$ cat src/hw/pdct_pkg.sv
package pdct_pkg;

  // ----------------------------------------------------------------
  // register map
  // ----------------------------------------------------------------
  localparam int ADDR_W = 2;
  localparam logic [ADDR_W-1:0] ADDR_COUNT = 2'h0;
  localparam logic [ADDR_W-1:0] ADDR_CTRL = 2'h1;

  // ----------------------------------------------------------------
  // control field positions and values
  // ----------------------------------------------------------------
  localparam int BIT_REQ = 7;
  localparam int BIT_MASK = 6;
  localparam int BIT_SRC = 5;
  localparam int BIT_GATE = 4;
  localparam int BIT_PCLR = 3;
  localparam int SEL_HI = 2;
  localparam int SEL_LO = 0;
  localparam int PRE_W = 7;
  localparam int SEL_CODES = 8;
  localparam logic [5:0] CFG_INIT = 6'h00;
  localparam logic [7:0] CNT_JUNK = 8'hff;
  localparam logic [7:0] CNT_ONE = 8'h01;
  localparam logic [7:0] BYTE_ZERO = 8'h00;

  // ----------------------------------------------------------------
  // clock source modes (source bit, gate bit)
  // ----------------------------------------------------------------
  localparam logic [1:0] MODE_INT = 2'h0;
  localparam logic [1:0] MODE_AND = 2'h1;
  localparam logic [1:0] MODE_OFF = 2'h2;
  localparam logic [1:0] MODE_PIN = 2'h3;

  // ----------------------------------------------------------------
  // register bus request
  // ----------------------------------------------------------------
  typedef struct packed {
    logic wr;
    logic rd;
    logic [ADDR_W-1:0] addr;
    logic [7:0] wdata;
  } pdct_bus_req_t;

endpackage : pdct_pkg

$ cat src/hw/pdct_timer.sv
// The address map and strobed register access were decided locally.
`timescale 1ns/100ps
module pdct_timer #(
  parameter int INSTR_DIV = 4
) (
  // clock and reset
  input wire logic mclk_in,
  input wire logic sys_rst_in,
  // register bus
  input wire pdct_pkg::pdct_bus_req_t bus_in,
  output logic [7:0] rd_data_out,
  // core side
  input wire logic cpu_imask_in,
  input wire logic stop_exec_in,
  output logic timer_irq_out,
  // external timer pin
  input wire logic timer_pin_in
);
  import pdct_pkg::*;

  localparam int DIV_W = (INSTR_DIV > 1) ? $clog2(INSTR_DIV) : 1;
  localparam logic [DIV_W-1:0] DIV_LAST = DIV_W'(INSTR_DIV - 1);
  localparam logic [DIV_W-1:0] DIV_ZERO = '0;

  // ----------------------------------------------------------------
  // state
  // ----------------------------------------------------------------
  // mode, gate, select are never reset; power-up value only
  logic [5:0] cfg_r = CFG_INIT;
  logic req_r;
  logic mask_r;
  logic [7:0] cnt_r;
  logic [7:0] cnt_nxt;
  logic [PRE_W-1:0] pre_r;
  logic [DIV_W-1:0] div_r;
  logic instr_tick_r;
  logic [2:0] pin_sync_r;
  logic pin_level_r;
  logic pin_fall;
  logic pre_in_tick;
  logic cnt_tick;
  logic zero_hit;
  logic [SEL_CODES-1:0] taps;
  logic [7:0] rd_data_r;
  logic irq_r;

  logic wr_count;
  logic wr_ctrl;
  logic rd_any;
  logic [1:0] mode;
  logic [2:0] sel;
  logic [7:0] ctrl_view;

  assign wr_count = bus_in.wr && (bus_in.addr == ADDR_COUNT);
  assign wr_ctrl = bus_in.wr && (bus_in.addr == ADDR_CTRL);
  assign rd_any = bus_in.rd;
  assign mode = {cfg_r[BIT_SRC], cfg_r[BIT_GATE]};
  assign sel = cfg_r[SEL_HI:SEL_LO];

  // ----------------------------------------------------------------
  // instruction cycle clock
  // ----------------------------------------------------------------
  // one-cycle enable, runs on through stop since only reset halts it
  always_ff @(posedge mclk_in)
  begin
    if (sys_rst_in)
    begin
      div_r <= DIV_ZERO;
      instr_tick_r <= 1'b0;
    end
    else if (div_r == DIV_LAST)
    begin
      div_r <= DIV_ZERO;
      instr_tick_r <= 1'b1;
    end
    else
    begin
      div_r <= div_r + DIV_W'(1);
      instr_tick_r <= 1'b0;
    end
  end

  // ----------------------------------------------------------------
  // timer pin synchroniser
  // ----------------------------------------------------------------
  // stage 0 feeds stage 1 only; level moves once stages 1 and 2 agree
  always_ff @(posedge mclk_in)
  begin
    if (sys_rst_in)
    begin
      pin_sync_r <= 3'h0;
      pin_level_r <= 1'b0;
    end
    else
    begin
      pin_sync_r <= {pin_sync_r[1:0], timer_pin_in};
      if (pin_sync_r[1] == pin_sync_r[2])
      begin
        pin_level_r <= pin_sync_r[2];
      end
    end
  end

  assign pin_fall = pin_level_r && (pin_sync_r[1] == pin_sync_r[2]) && !pin_sync_r[2];

  // ----------------------------------------------------------------
  // prescaler input selection
  // ----------------------------------------------------------------
  always_comb
  begin
    pre_in_tick = 1'b0;
    unique case (mode)
      MODE_INT: pre_in_tick = instr_tick_r;
      MODE_AND: pre_in_tick = instr_tick_r && pin_level_r;
      MODE_OFF: pre_in_tick = 1'b0;
      MODE_PIN: pre_in_tick = pin_fall;
    endcase
  end

  // ----------------------------------------------------------------
  // prescaler
  // ----------------------------------------------------------------
  // a tap fires when the low n prescaler bits are all ones
  genvar gi;
  generate
    for (gi = 0; gi < SEL_CODES; gi++)
    begin : g_tap
      localparam logic [PRE_W-1:0] TAP_MASK = PRE_W'((1 << gi) - 1);
      assign taps[gi] = ((pre_r & TAP_MASK) == TAP_MASK);
    end
  endgenerate

  assign cnt_tick = pre_in_tick && taps[sel];

  // not visible on the bus at all; only a control write with the clear bit set touches it
  always_ff @(posedge mclk_in)
  begin
    if (sys_rst_in)
    begin
      pre_r <= '0;
    end
    else if (wr_ctrl && bus_in.wdata[BIT_PCLR])
    begin
      pre_r <= '0;
    end
    else if (pre_in_tick)
    begin
      pre_r <= pre_r + PRE_W'(1);
    end
  end

  // ----------------------------------------------------------------
  // down counter
  // ----------------------------------------------------------------
  assign zero_hit = cnt_tick && !wr_count && (cnt_r == CNT_ONE);

  always_comb
  begin
    cnt_nxt = cnt_r;
    if (wr_count)
    begin
      cnt_nxt = bus_in.wdata;
    end
    else if (cnt_tick)
    begin
      cnt_nxt = cnt_r - CNT_ONE;
    end
  end

  // value after reset or stop is meaningless until software loads it
  always_ff @(posedge mclk_in)
  begin
    if (sys_rst_in || stop_exec_in)
    begin
      cnt_r <= CNT_JUNK;
    end
    else
    begin
      cnt_r <= cnt_nxt;
    end
  end

  // ----------------------------------------------------------------
  // control register
  // ----------------------------------------------------------------
  always_ff @(posedge mclk_in)
  begin
    if (wr_ctrl)
    begin
      cfg_r <= bus_in.wdata[5:0];
    end
  end

  // set beats a software clear; stop beats everything
  always_ff @(posedge mclk_in)
  begin
    if (sys_rst_in || stop_exec_in)
    begin
      req_r <= 1'b0;
    end
    else if (zero_hit)
    begin
      req_r <= 1'b1;
    end
    else if (wr_ctrl)
    begin
      req_r <= bus_in.wdata[BIT_REQ];
    end
  end

  always_ff @(posedge mclk_in)
  begin
    if (sys_rst_in || stop_exec_in)
    begin
      mask_r <= 1'b1;
    end
    else if (wr_ctrl)
    begin
      mask_r <= bus_in.wdata[BIT_MASK];
    end
  end

  always_comb
  begin
    ctrl_view = {req_r, mask_r, cfg_r};
    ctrl_view[BIT_PCLR] = 1'b0;
  end

  // ----------------------------------------------------------------
  // read port
  // ----------------------------------------------------------------
  // sampled at the strobe so the byte holds for the next cycle while the count moves on; zero otherwise
  always_ff @(posedge mclk_in)
  begin
    if (sys_rst_in)
    begin
      rd_data_r <= BYTE_ZERO;
    end
    else if (rd_any)
    begin
      unique case (bus_in.addr)
        ADDR_COUNT: rd_data_r <= cnt_r;
        ADDR_CTRL: rd_data_r <= ctrl_view;
        default: rd_data_r <= BYTE_ZERO;
      endcase
    end
    else
    begin
      rd_data_r <= BYTE_ZERO;
    end
  end

  // ----------------------------------------------------------------
  // interrupt request
  // ----------------------------------------------------------------
  // a level; the core finishes its instruction, stacks, then vectors
  always_ff @(posedge mclk_in)
  begin
    if (sys_rst_in || stop_exec_in)
    begin
      irq_r <= 1'b0;
    end
    else
    begin
      irq_r <= req_r && !mask_r && !cpu_imask_in;
    end
  end

  assign rd_data_out = rd_data_r;
  assign timer_irq_out = irq_r;

  // ----------------------------------------------------------------
  // checks
  // ----------------------------------------------------------------
  irq_gate_a:
    assert property (@(posedge mclk_in) disable iff (sys_rst_in)
      timer_irq_out |-> $past(req_r) && !$past(mask_r) && !$past(cpu_imask_in))
    else $error("irq without request or with mask");

  irq_raise_a:
    assert property (@(posedge mclk_in) disable iff (sys_rst_in)
      (req_r && !mask_r && !cpu_imask_in && !stop_exec_in) |=> timer_irq_out)
    else $error("irq not raised");

  zero_set_a:
    assert property (@(posedge mclk_in) disable iff (sys_rst_in)
      (zero_hit && !stop_exec_in) |=> req_r && (cnt_r == BYTE_ZERO))
    else $error("zero not flagged");

  count_down_a:
    assert property (@(posedge mclk_in) disable iff (sys_rst_in)
      (cnt_tick && !wr_count && !stop_exec_in) |=> cnt_r == $past(cnt_r) - CNT_ONE)
    else $error("counter did not decrement");

  past_zero_a:
    assert property (@(posedge mclk_in) disable iff (sys_rst_in)
      (cnt_r == BYTE_ZERO && cnt_tick && !wr_count && !stop_exec_in) |=> cnt_r == CNT_JUNK)
    else $error("counter stopped at zero");

  hold_count_a:
    assert property (@(posedge mclk_in) disable iff (sys_rst_in)
      (mode == MODE_OFF && !wr_count && !wr_ctrl && !stop_exec_in) |=> $stable(cnt_r))
    else $error("counter moved while disabled");

  load_wins_a:
    assert property (@(posedge mclk_in) disable iff (sys_rst_in)
      (wr_count && !stop_exec_in) |=> cnt_r == $past(bus_in.wdata))
    else $error("load lost");

  read_count_a:
    assert property (@(posedge mclk_in) disable iff (sys_rst_in)
      (bus_in.rd && bus_in.addr == ADDR_COUNT) |=> rd_data_out == $past(cnt_r))
    else $error("count readback wrong");

  pclr_zero_a:
    assert property (@(posedge mclk_in) disable iff (sys_rst_in)
      (bus_in.rd && bus_in.addr == ADDR_CTRL) |=> !rd_data_out[BIT_PCLR])
    else $error("clear bit read as one");

  pre_clear_a:
    assert property (@(posedge mclk_in) disable iff (sys_rst_in)
      (wr_ctrl && bus_in.wdata[BIT_PCLR]) |=> pre_r == '0)
    else $error("prescaler not cleared");

  req_sticky_a:
    assert property (@(posedge mclk_in) disable iff (sys_rst_in)
      (req_r && !wr_ctrl && !stop_exec_in) |=> req_r)
    else $error("request dropped by itself");

  stop_mask_a:
    assert property (@(posedge mclk_in) disable iff (sys_rst_in)
      stop_exec_in |=> mask_r && !req_r ##1 !timer_irq_out)
    else $error("stop left interrupt live");

  ext_fall_a:
    assert property (@(posedge mclk_in) disable iff (sys_rst_in)
      (mode == MODE_PIN && pre_in_tick) |-> $past(pin_level_r) && pin_fall)
    else $error("pin count without falling edge");

  and_gate_a:
    assert property (@(posedge mclk_in) disable iff (sys_rst_in)
      (mode == MODE_AND && !pin_level_r && !wr_ctrl && !wr_count && !stop_exec_in)
      |=> $stable(pre_r) && $stable(cnt_r))
    else $error("gated count with pin low");

  int_tick_a:
    assert property (@(posedge mclk_in) disable iff (sys_rst_in)
      (mode == MODE_INT) |-> (pre_in_tick == instr_tick_r))
    else $error("internal tick mismatch");

  rst_mask_a:
    assert property (@(posedge mclk_in)
      sys_rst_in |=> mask_r && !req_r)
    else $error("reset left mask clear");

  stop_junk_a:
    assert property (@(posedge mclk_in) disable iff (sys_rst_in)
      stop_exec_in |=> cnt_r == CNT_JUNK)
    else $error("stop left counter value");

  mask_hold_a:
    assert property (@(posedge mclk_in) disable iff (sys_rst_in)
      (!mask_r && !wr_ctrl && !stop_exec_in) |=> !mask_r)
    else $error("mask set by itself");

  mask_block_a:
    assert property (@(posedge mclk_in) disable iff (sys_rst_in)
      mask_r |=> !timer_irq_out)
    else $error("irq through mask");

  cfg_keep_a:
    assert property (@(posedge mclk_in)
      (sys_rst_in && !wr_ctrl) |=> $stable(cfg_r))
    else $error("reset touched mode bits");

  rd_idle_a:
    assert property (@(posedge mclk_in) disable iff (sys_rst_in)
      !bus_in.rd |=> rd_data_out == BYTE_ZERO)
    else $error("read data outside read cycle");

endmodule : pdct_timer

$ cat config.mk
export PLATFORM = sky130hd
export DESIGN_NAME = pdct_timer
export DESIGN_NICKNAME = d
export VERILOG_FILES = /design/src/hw/pdct_pkg.sv /design/src/hw/pdct_timer.sv
export SDC_FILE = /design/constraint.sdc
export NUM_CORES = 1
export LEC_CHECK = 0
export BUFFER_PORTS_ARGS = -buffer_cell sky130_fd_sc_hd__buf_2
export CORE_ASPECT_RATIO = 1.1
export CORE_MARGIN = 2
export CORE_UTILIZATION = 53
export DETAILED_ROUTE_END_ITERATION = 6
export GPL_TIMING_DRIVEN = 0
export PLACE_DENSITY = 0.75
export RECOVER_POWER = 100
export SLEW_MARGIN = 20
export SYNTH_ARGS = -nofsm -noshare
export SYNTH_HDL_FRONTEND = slang
export SYNTH_SLANG_ARGS = --single-unit
$ cat constraint.sdc
create_clock -name mclk_in -period 2.9 [get_ports mclk_in]
set_clock_uncertainty 0.2 [all_clocks]
set_input_delay 0.145 -clock mclk_in [delete_from_list [all_inputs] [get_ports mclk_in]]
set_output_delay 0.145 -clock mclk_in [all_outputs]
set_load 0.03 [all_outputs]
==> Yosys cells after proc, flatten, opt, wreduce, memory -nomap -nowiden <==
Index checks and enable logic that the tools add are counted.
{ "op_classes": {"add_sub_neg": 3, "n_lt_le_gt_ge": 1, "n_reduce_logical": 23, "n_eq_ne": 13, "n_mux": 9, "bitwise": 1} }
{ "ops": {"columns": ["op", "count"], "rows": [
  ["2-to-1 mux 8 bit", 2],
  ["case mux 8 bit (2 select lines)", 1],
  ["logical AND 1 bit", 11],
  ["== test 2 bit (second input constant)", 4],
  ["== test 8 x 1 -> 1 bit (second input constant)", 1],
  ["subtractor 8 x 1 -> 8 bit (second input constant)", 1],
  ["adder 7 x 1 -> 7 bit (second input constant)", 1],
  ["== test 7 bit (second input constant)", 1],
  ["== test 6 bit (second input constant)", 1],
  ["OR reduction 2 bit", 3],
  ["== test 5 bit (second input constant)", 1],
  ["== test 2 x 1 -> 1 bit (second input constant)", 2],
  ["== test 4 bit (second input constant)", 1],
  ["logical NOT 1 bit", 4],
  ["logical NOT 2 bit", 2],
  ["less-than comparator 3 x 4 -> 1 bit (second input constant)", 1],
  ["2-to-1 mux 1 bit", 4],
  ["case mux 1 bit (4 select lines)", 1],
  ["nonzero test 2 bit", 2],
  ["binary-select mux 1 bit (select 3 bit)", 1],
  ["== test 3 bit (second input constant)", 1],
  ["adder 2 x 1 -> 2 bit (second input constant)", 1],
  ["== test 1 bit", 1],
  ["logical OR 1 bit", 1],
  ["inverter 1 bit", 1]
]} }
{ "totals": {"out_inout_bits": 9, "wordCells": 61, "register_bits": 39, "inputBits": 17} }

==> Depth between registers and ports, before layout <==
{ "depth": {"ltp_word": 8, "depth_mapped": 9, "mapped_depth_nobuf": 9} }

==> Least setup slack after synthesis <==
Ideal clock, no wire load.
{ "synth_path": {"kind": "register to register", "startpoint": "register pre_r[0]", "endpoint": "register req_r", "stages_incl_launch_ff": 10, "setup_slack_ns": 0.755, "path_buffers": 0, "t_arrival_ns": 1.875, "synth_period_minus_slack_ns": 2.145, "setup_time_ns": 0.070, "required_ns": 2.630, "cell_sequence": "dfxtp_1 ha_1 nand3_2 inv_1 ha_1 nand3b_1 o311ai_4 o211ai_4 or4_1 a21oi_1"} }
{ "synth_between": {"elab_chain_cells": 7, "word_cells_on_any_way": 13, "classes_between": "6 x eq/ne; 3 x mux; 4 x reduce/logical"} }
{ "synth_rtl": {"columns": ["item", "line_no", "source"], "rows": [
  ["from (decl)", "pdct_timer.sv:34", "logic [PRE_W-1:0] pre_r;"],
  ["from (signal assigned)", "pdct_timer.sv:148", "pre_r <= pre_r + PRE_W'(1);"],
  ["== test 7 bit, or another cell as far along", "pdct_timer.sv:129", "assign taps[gi] = ((pre_r & TAP_MASK) == TAP_MASK);"],
  ["binary-select mux 1 bit (select 3 bit) *", "pdct_timer.sv:133", "assign cnt_tick = pre_in_tick && taps[sel];"],
  ["2-to-1 mux 1 bit (not written as such) *", "pdct_timer.sv:133", null],
  ["logical AND 1 bit *", "pdct_timer.sv:133", null],
  ["logical AND 1 bit * (2 in a row)", "pdct_timer.sv:155", "assign zero_hit = cnt_tick && !wr_count && (cnt_r == CNT_ONE);"],
  ["2-to-1 mux 1 bit or nonzero test 2 bit (tied branches)", null, null],
  ["to (signal assigned)", "pdct_timer.sv:207", "req_r <= bus_in.wdata[BIT_REQ];"],
  ["to (decl)", "pdct_timer.sv:30", "logic req_r;"]
]} }
Mark *: on every way between the ends. The rest lies on a longest branch, timed or not. The select of a mux whose other input is x is not followed.
A chain may end at the register's enable or synchronous reset.

==> Final worst setup path <==
Same ends and word-level chain as after synthesis.

==> metrics.md <==
| Metric | Value |
|---|---|
| Post-Syn Area per Cell | 9.65 um^2 |
| Ant diodes | 0 |
| Synthesis Warnings | 0 |
| Worst slew margin | 0.419 |
| Synth Cell Area | 0.00173 mm^2 |
| GP Congestion | 0.854 |
| H-tree depth | 2 |
| Area leader, netlist | dfxtp_1 |
| Area share of and/or/nand/nor cells after synthesis | 0.245 |
| Distinct cells, synth | 41 |
| Maxcap violations | 0 |
| Grt ovf | 0 |
| DR vias/cell | 5.71 |
| Die Span X | 58.4 um |
| Routed Antenna Nets | 0 |
| First-pass GRT wire length | 6.20 mm |
| Worst R2R Start | pre_r[0] |
| Startpoint types | flop |
| Clk_lat worst skew | 0.34 ns |
| Fin cells | 257 |
| Routed WL per cell | 14.3 um |
| Worst Hold Class | input port to flop |
| Hold EP | rd_data_out[2] |
| TritonCTS clock tree | done |
| Port Buffers | 25 |
| Vias | 1467 |
| Post-CTS sizing | 0 |
| Die area | 0.00373 mm^2 |
| Reg-to-Reg End | req_r |
| Vias in the first global route | 1440 |
| Share of layout cells above drive strength 1 | 0.103 |
| Final WL | 3.66 mm |
| Worst path cell trace | ha_1, nand3_1, o311ai_1, o211ai_4, or4_1, a21oi_1 |
| Complex-gate fraction of the synthesized area | 0.130 |
| Setup violators final | 0 |
| Ys async rst share | 0 |
| Top cell type's share of synthesized area | 0.383 |
| Required time of the critical path | 2.98 ns |
| CTS sink count | 38 |
| Max Freq | 406 MHz |
| CP max-delay cell | or4_1 |
| FILL cells | 266 |
| Final min period | 2.46 ns |
| Prevailing post-synth register cell | dfxtp_1 |
| Critical Path AT | 2.54 ns |
| IO Pins | 26 |
| Post-CTS setup buffers | 0 |
| Clock Path Buffers | 2 |
| Final nets | 245 |
| Hold Path Origin | bus_in[10] |
| Initial Util | 0.562 |
| Post-synth top cells | 33 x dfxtp_1, 21 x nor2_1, 11 x nand2_1, 11 x nor3_1, 10 x mux2i_1 |
| Multiplexer share of the synthesized area | 0.0645 |
| Rows | 21 |
| Final hold violation count | 0 |
| Worst R2R Path Depth | 6 |
| Hold Crit Depth | 3 |
| Adder-cell share of the synthesized area | 0.0435 |
| Seq/Total Area, Yosys | 0.470 |
| Initial antenna violation count | 0 |
| Crit-path max cell delay | 0.56 ns |
| Post-synth EDFFs | 5 |
| Count leader, synth | dfxtp_1 |
| Synth Register Bits | 38 |
| Setup TNS | 0 ns |
| Final Slew Violations | 0 |
| Status | finished clean |
| R2R Setup Slk | 0.44 ns |
| Largest net degree at the start of global routing | 13 |
| Tcrit/Tclk final | 0.849 |
| Final HPWL DP | 2.60 mm |
| DP Cell Count | 238 |
| Critical path class | flop to flop |
| Post-Synth XOR/XNOR Area | 0.0254 |
| Root Buffer | clkbuf_4 |
| Tightest Pin Transition | 0.870 ns |
| Hold Buf Count CTS | 11 |
| Synth top area cells | dfxtp_1 38%, edfxtp_1 8.7%, mux2i_1 5.8%, nor2_1 4.6%, ha_1 4.3% |
| VDD IR max | 0.000448 V |
| Clock slew at reported path FFs | 0.11 ns |
| Syn Nets | 202 |
| Drt drc | 0 |
| Cell Pwr Density | 487 mW/mm^2 |
| Number of detailed-route iterations in the first pass | 4 |
| CTS buffer count | 5 |
| Syn Inst Count | 179 |
| Leak pwr | 0.796 nW |
| Total GRT Usage | 0.216 |
| Core footprint | 0.00307 mm^2 |
| Synth-to-layout area growth | 18.4% |
| Main combinational cell family by area after synthesis | simple AND/OR/NAND/NOR gates |
| Die Y | 63.9 um |
| DR iter-0 viols | 75 |
| Critical path capture point type | flop |
| RSZ-0062 raised after global routing | false |
| Crit-path max FO | 9 |
stage by stage:
stage / cell area (um^2) / hold WS [ns] / utilization / worst slack [ns] / power, mW
global placement: 1890 / 0.112 / 0.616 / 0.577 / 0.645
floorplan: 1730 / 0.0243 / - / 0.755 / 0.619
finish: 2040 / 0.0509 / 0.665 / 0.439 / 0.997
CTS: 2080 / 0.0133 / 0.678 / 0.484 / 1.01
detailed placement: 1890 / 0.121 / 0.616 / 0.514 / 0.648
global route: 2040 / 0.0507 / 0.665 / 0.242 / 1.04
layer usage:
metal  vias to the layer above  global-route usage  share of wire
li1                        730                   -              -
met1                       663               0.260           0.39
met2                        63               0.371           0.52
met3                        11              0.0526          0.075
met4                         0              0.0727          0.014
met5                         -                   0              0
layout by cell type, fill, tap and decap left out, types with 2 or more instances in the layout:
master	count
clkbuf_1	17
nand2_1	11
clkbuf_4	5
nand3b_1	2
and3_1	2
xnor2_1	5
ha_1	6
dlygate4sd3_1	11
dfxtp_1	33
a21boi_1	2
o21a_1	2
nor3b_1	3
nand3_1	10
nor4_1	3
nor2_1	21
nor2b_1	6
nor3_1	11
edfxtp_1	5
mux2i_1	10
a21oi_1	9
inv_1	5
a31oi_1	2
o21ai_0	5
buf_2	13
nor4b_1	2
or3_1	3
a2111oi_0	3
state kept, by name, indices dropped and copies added (netlist names):
name	cells
cnt_r	8
rd_data_out	8
pre_r	7
cfg_r	5
pin_sync_r	3
div_r	2
instr_tick_r	1
mask_r	1
pin_level_r	1
req_r	1
timer_irq_out	1
worst max-delay path: cells and delay by family (launching register included):
family                   cells  cell delay [ns]
AO/OA/AOI/OAI                3             0.88
flip-flops                   1             0.41
AND/OR/NAND/NOR              2             0.68
adder cells (fa/ha/maj)      1             0.24
power by group:
| part | switching [mW] | leakage, nW | internal, mW |
|---|---|---|---|
| registers | 0.00928 | 0.314 | 0.549 |
| clock network | 0.170 | 0.0385 | 0.182 |
| logic | 0.0476 | 0.443 | 0.0390 |
| total | 0.227 | 0.796 | 0.769 |
worst max-delay path by stage:
stage               slack [ns]  depth (start not counted)  startpoint  endpoint
floorplan                 0.76                          9    pre_r[0]     req_r
global placement          0.58                          9    pre_r[0]     req_r
detailed placement        0.51                          9    pre_r[0]     req_r
CTS                       0.48                          9    pre_r[0]     req_r
global route              0.24                          6    pre_r[0]     req_r
finish                    0.44                          6    pre_r[0]     req_r
final cells by class:
class / count / area [um^2] / share of cell area
Buffer: 5 / 18.8 / 0.00918
Sequential cell: 38 / 811 / 0.397
Clock buffer: 6 / 41.3 / 0.0202
Multi-Input combinational cell: 131 / 855 / 0.418
Inverter: 5 / 18.8 / 0.00918
Timing Repair Buffer: 36 / 220 / 0.108
Tap cell: 34 / 42.5 / 0.0208
Clock inverter: 2 / 37.5 / 0.0184
cell families (layout without fill, tap and decap cells):
logic type	after synthesis	count (layout)
multiplexers	11	11
AND/OR/NAND/NOR	80	80
AO/OA/AOI/OAI	29	29
adder cells (fa/ha/maj)	6	6
XOR/XNOR	5	5
buffers and inverters	10	54
flip-flops	38	38
Power figures use the tool's default switching activity.
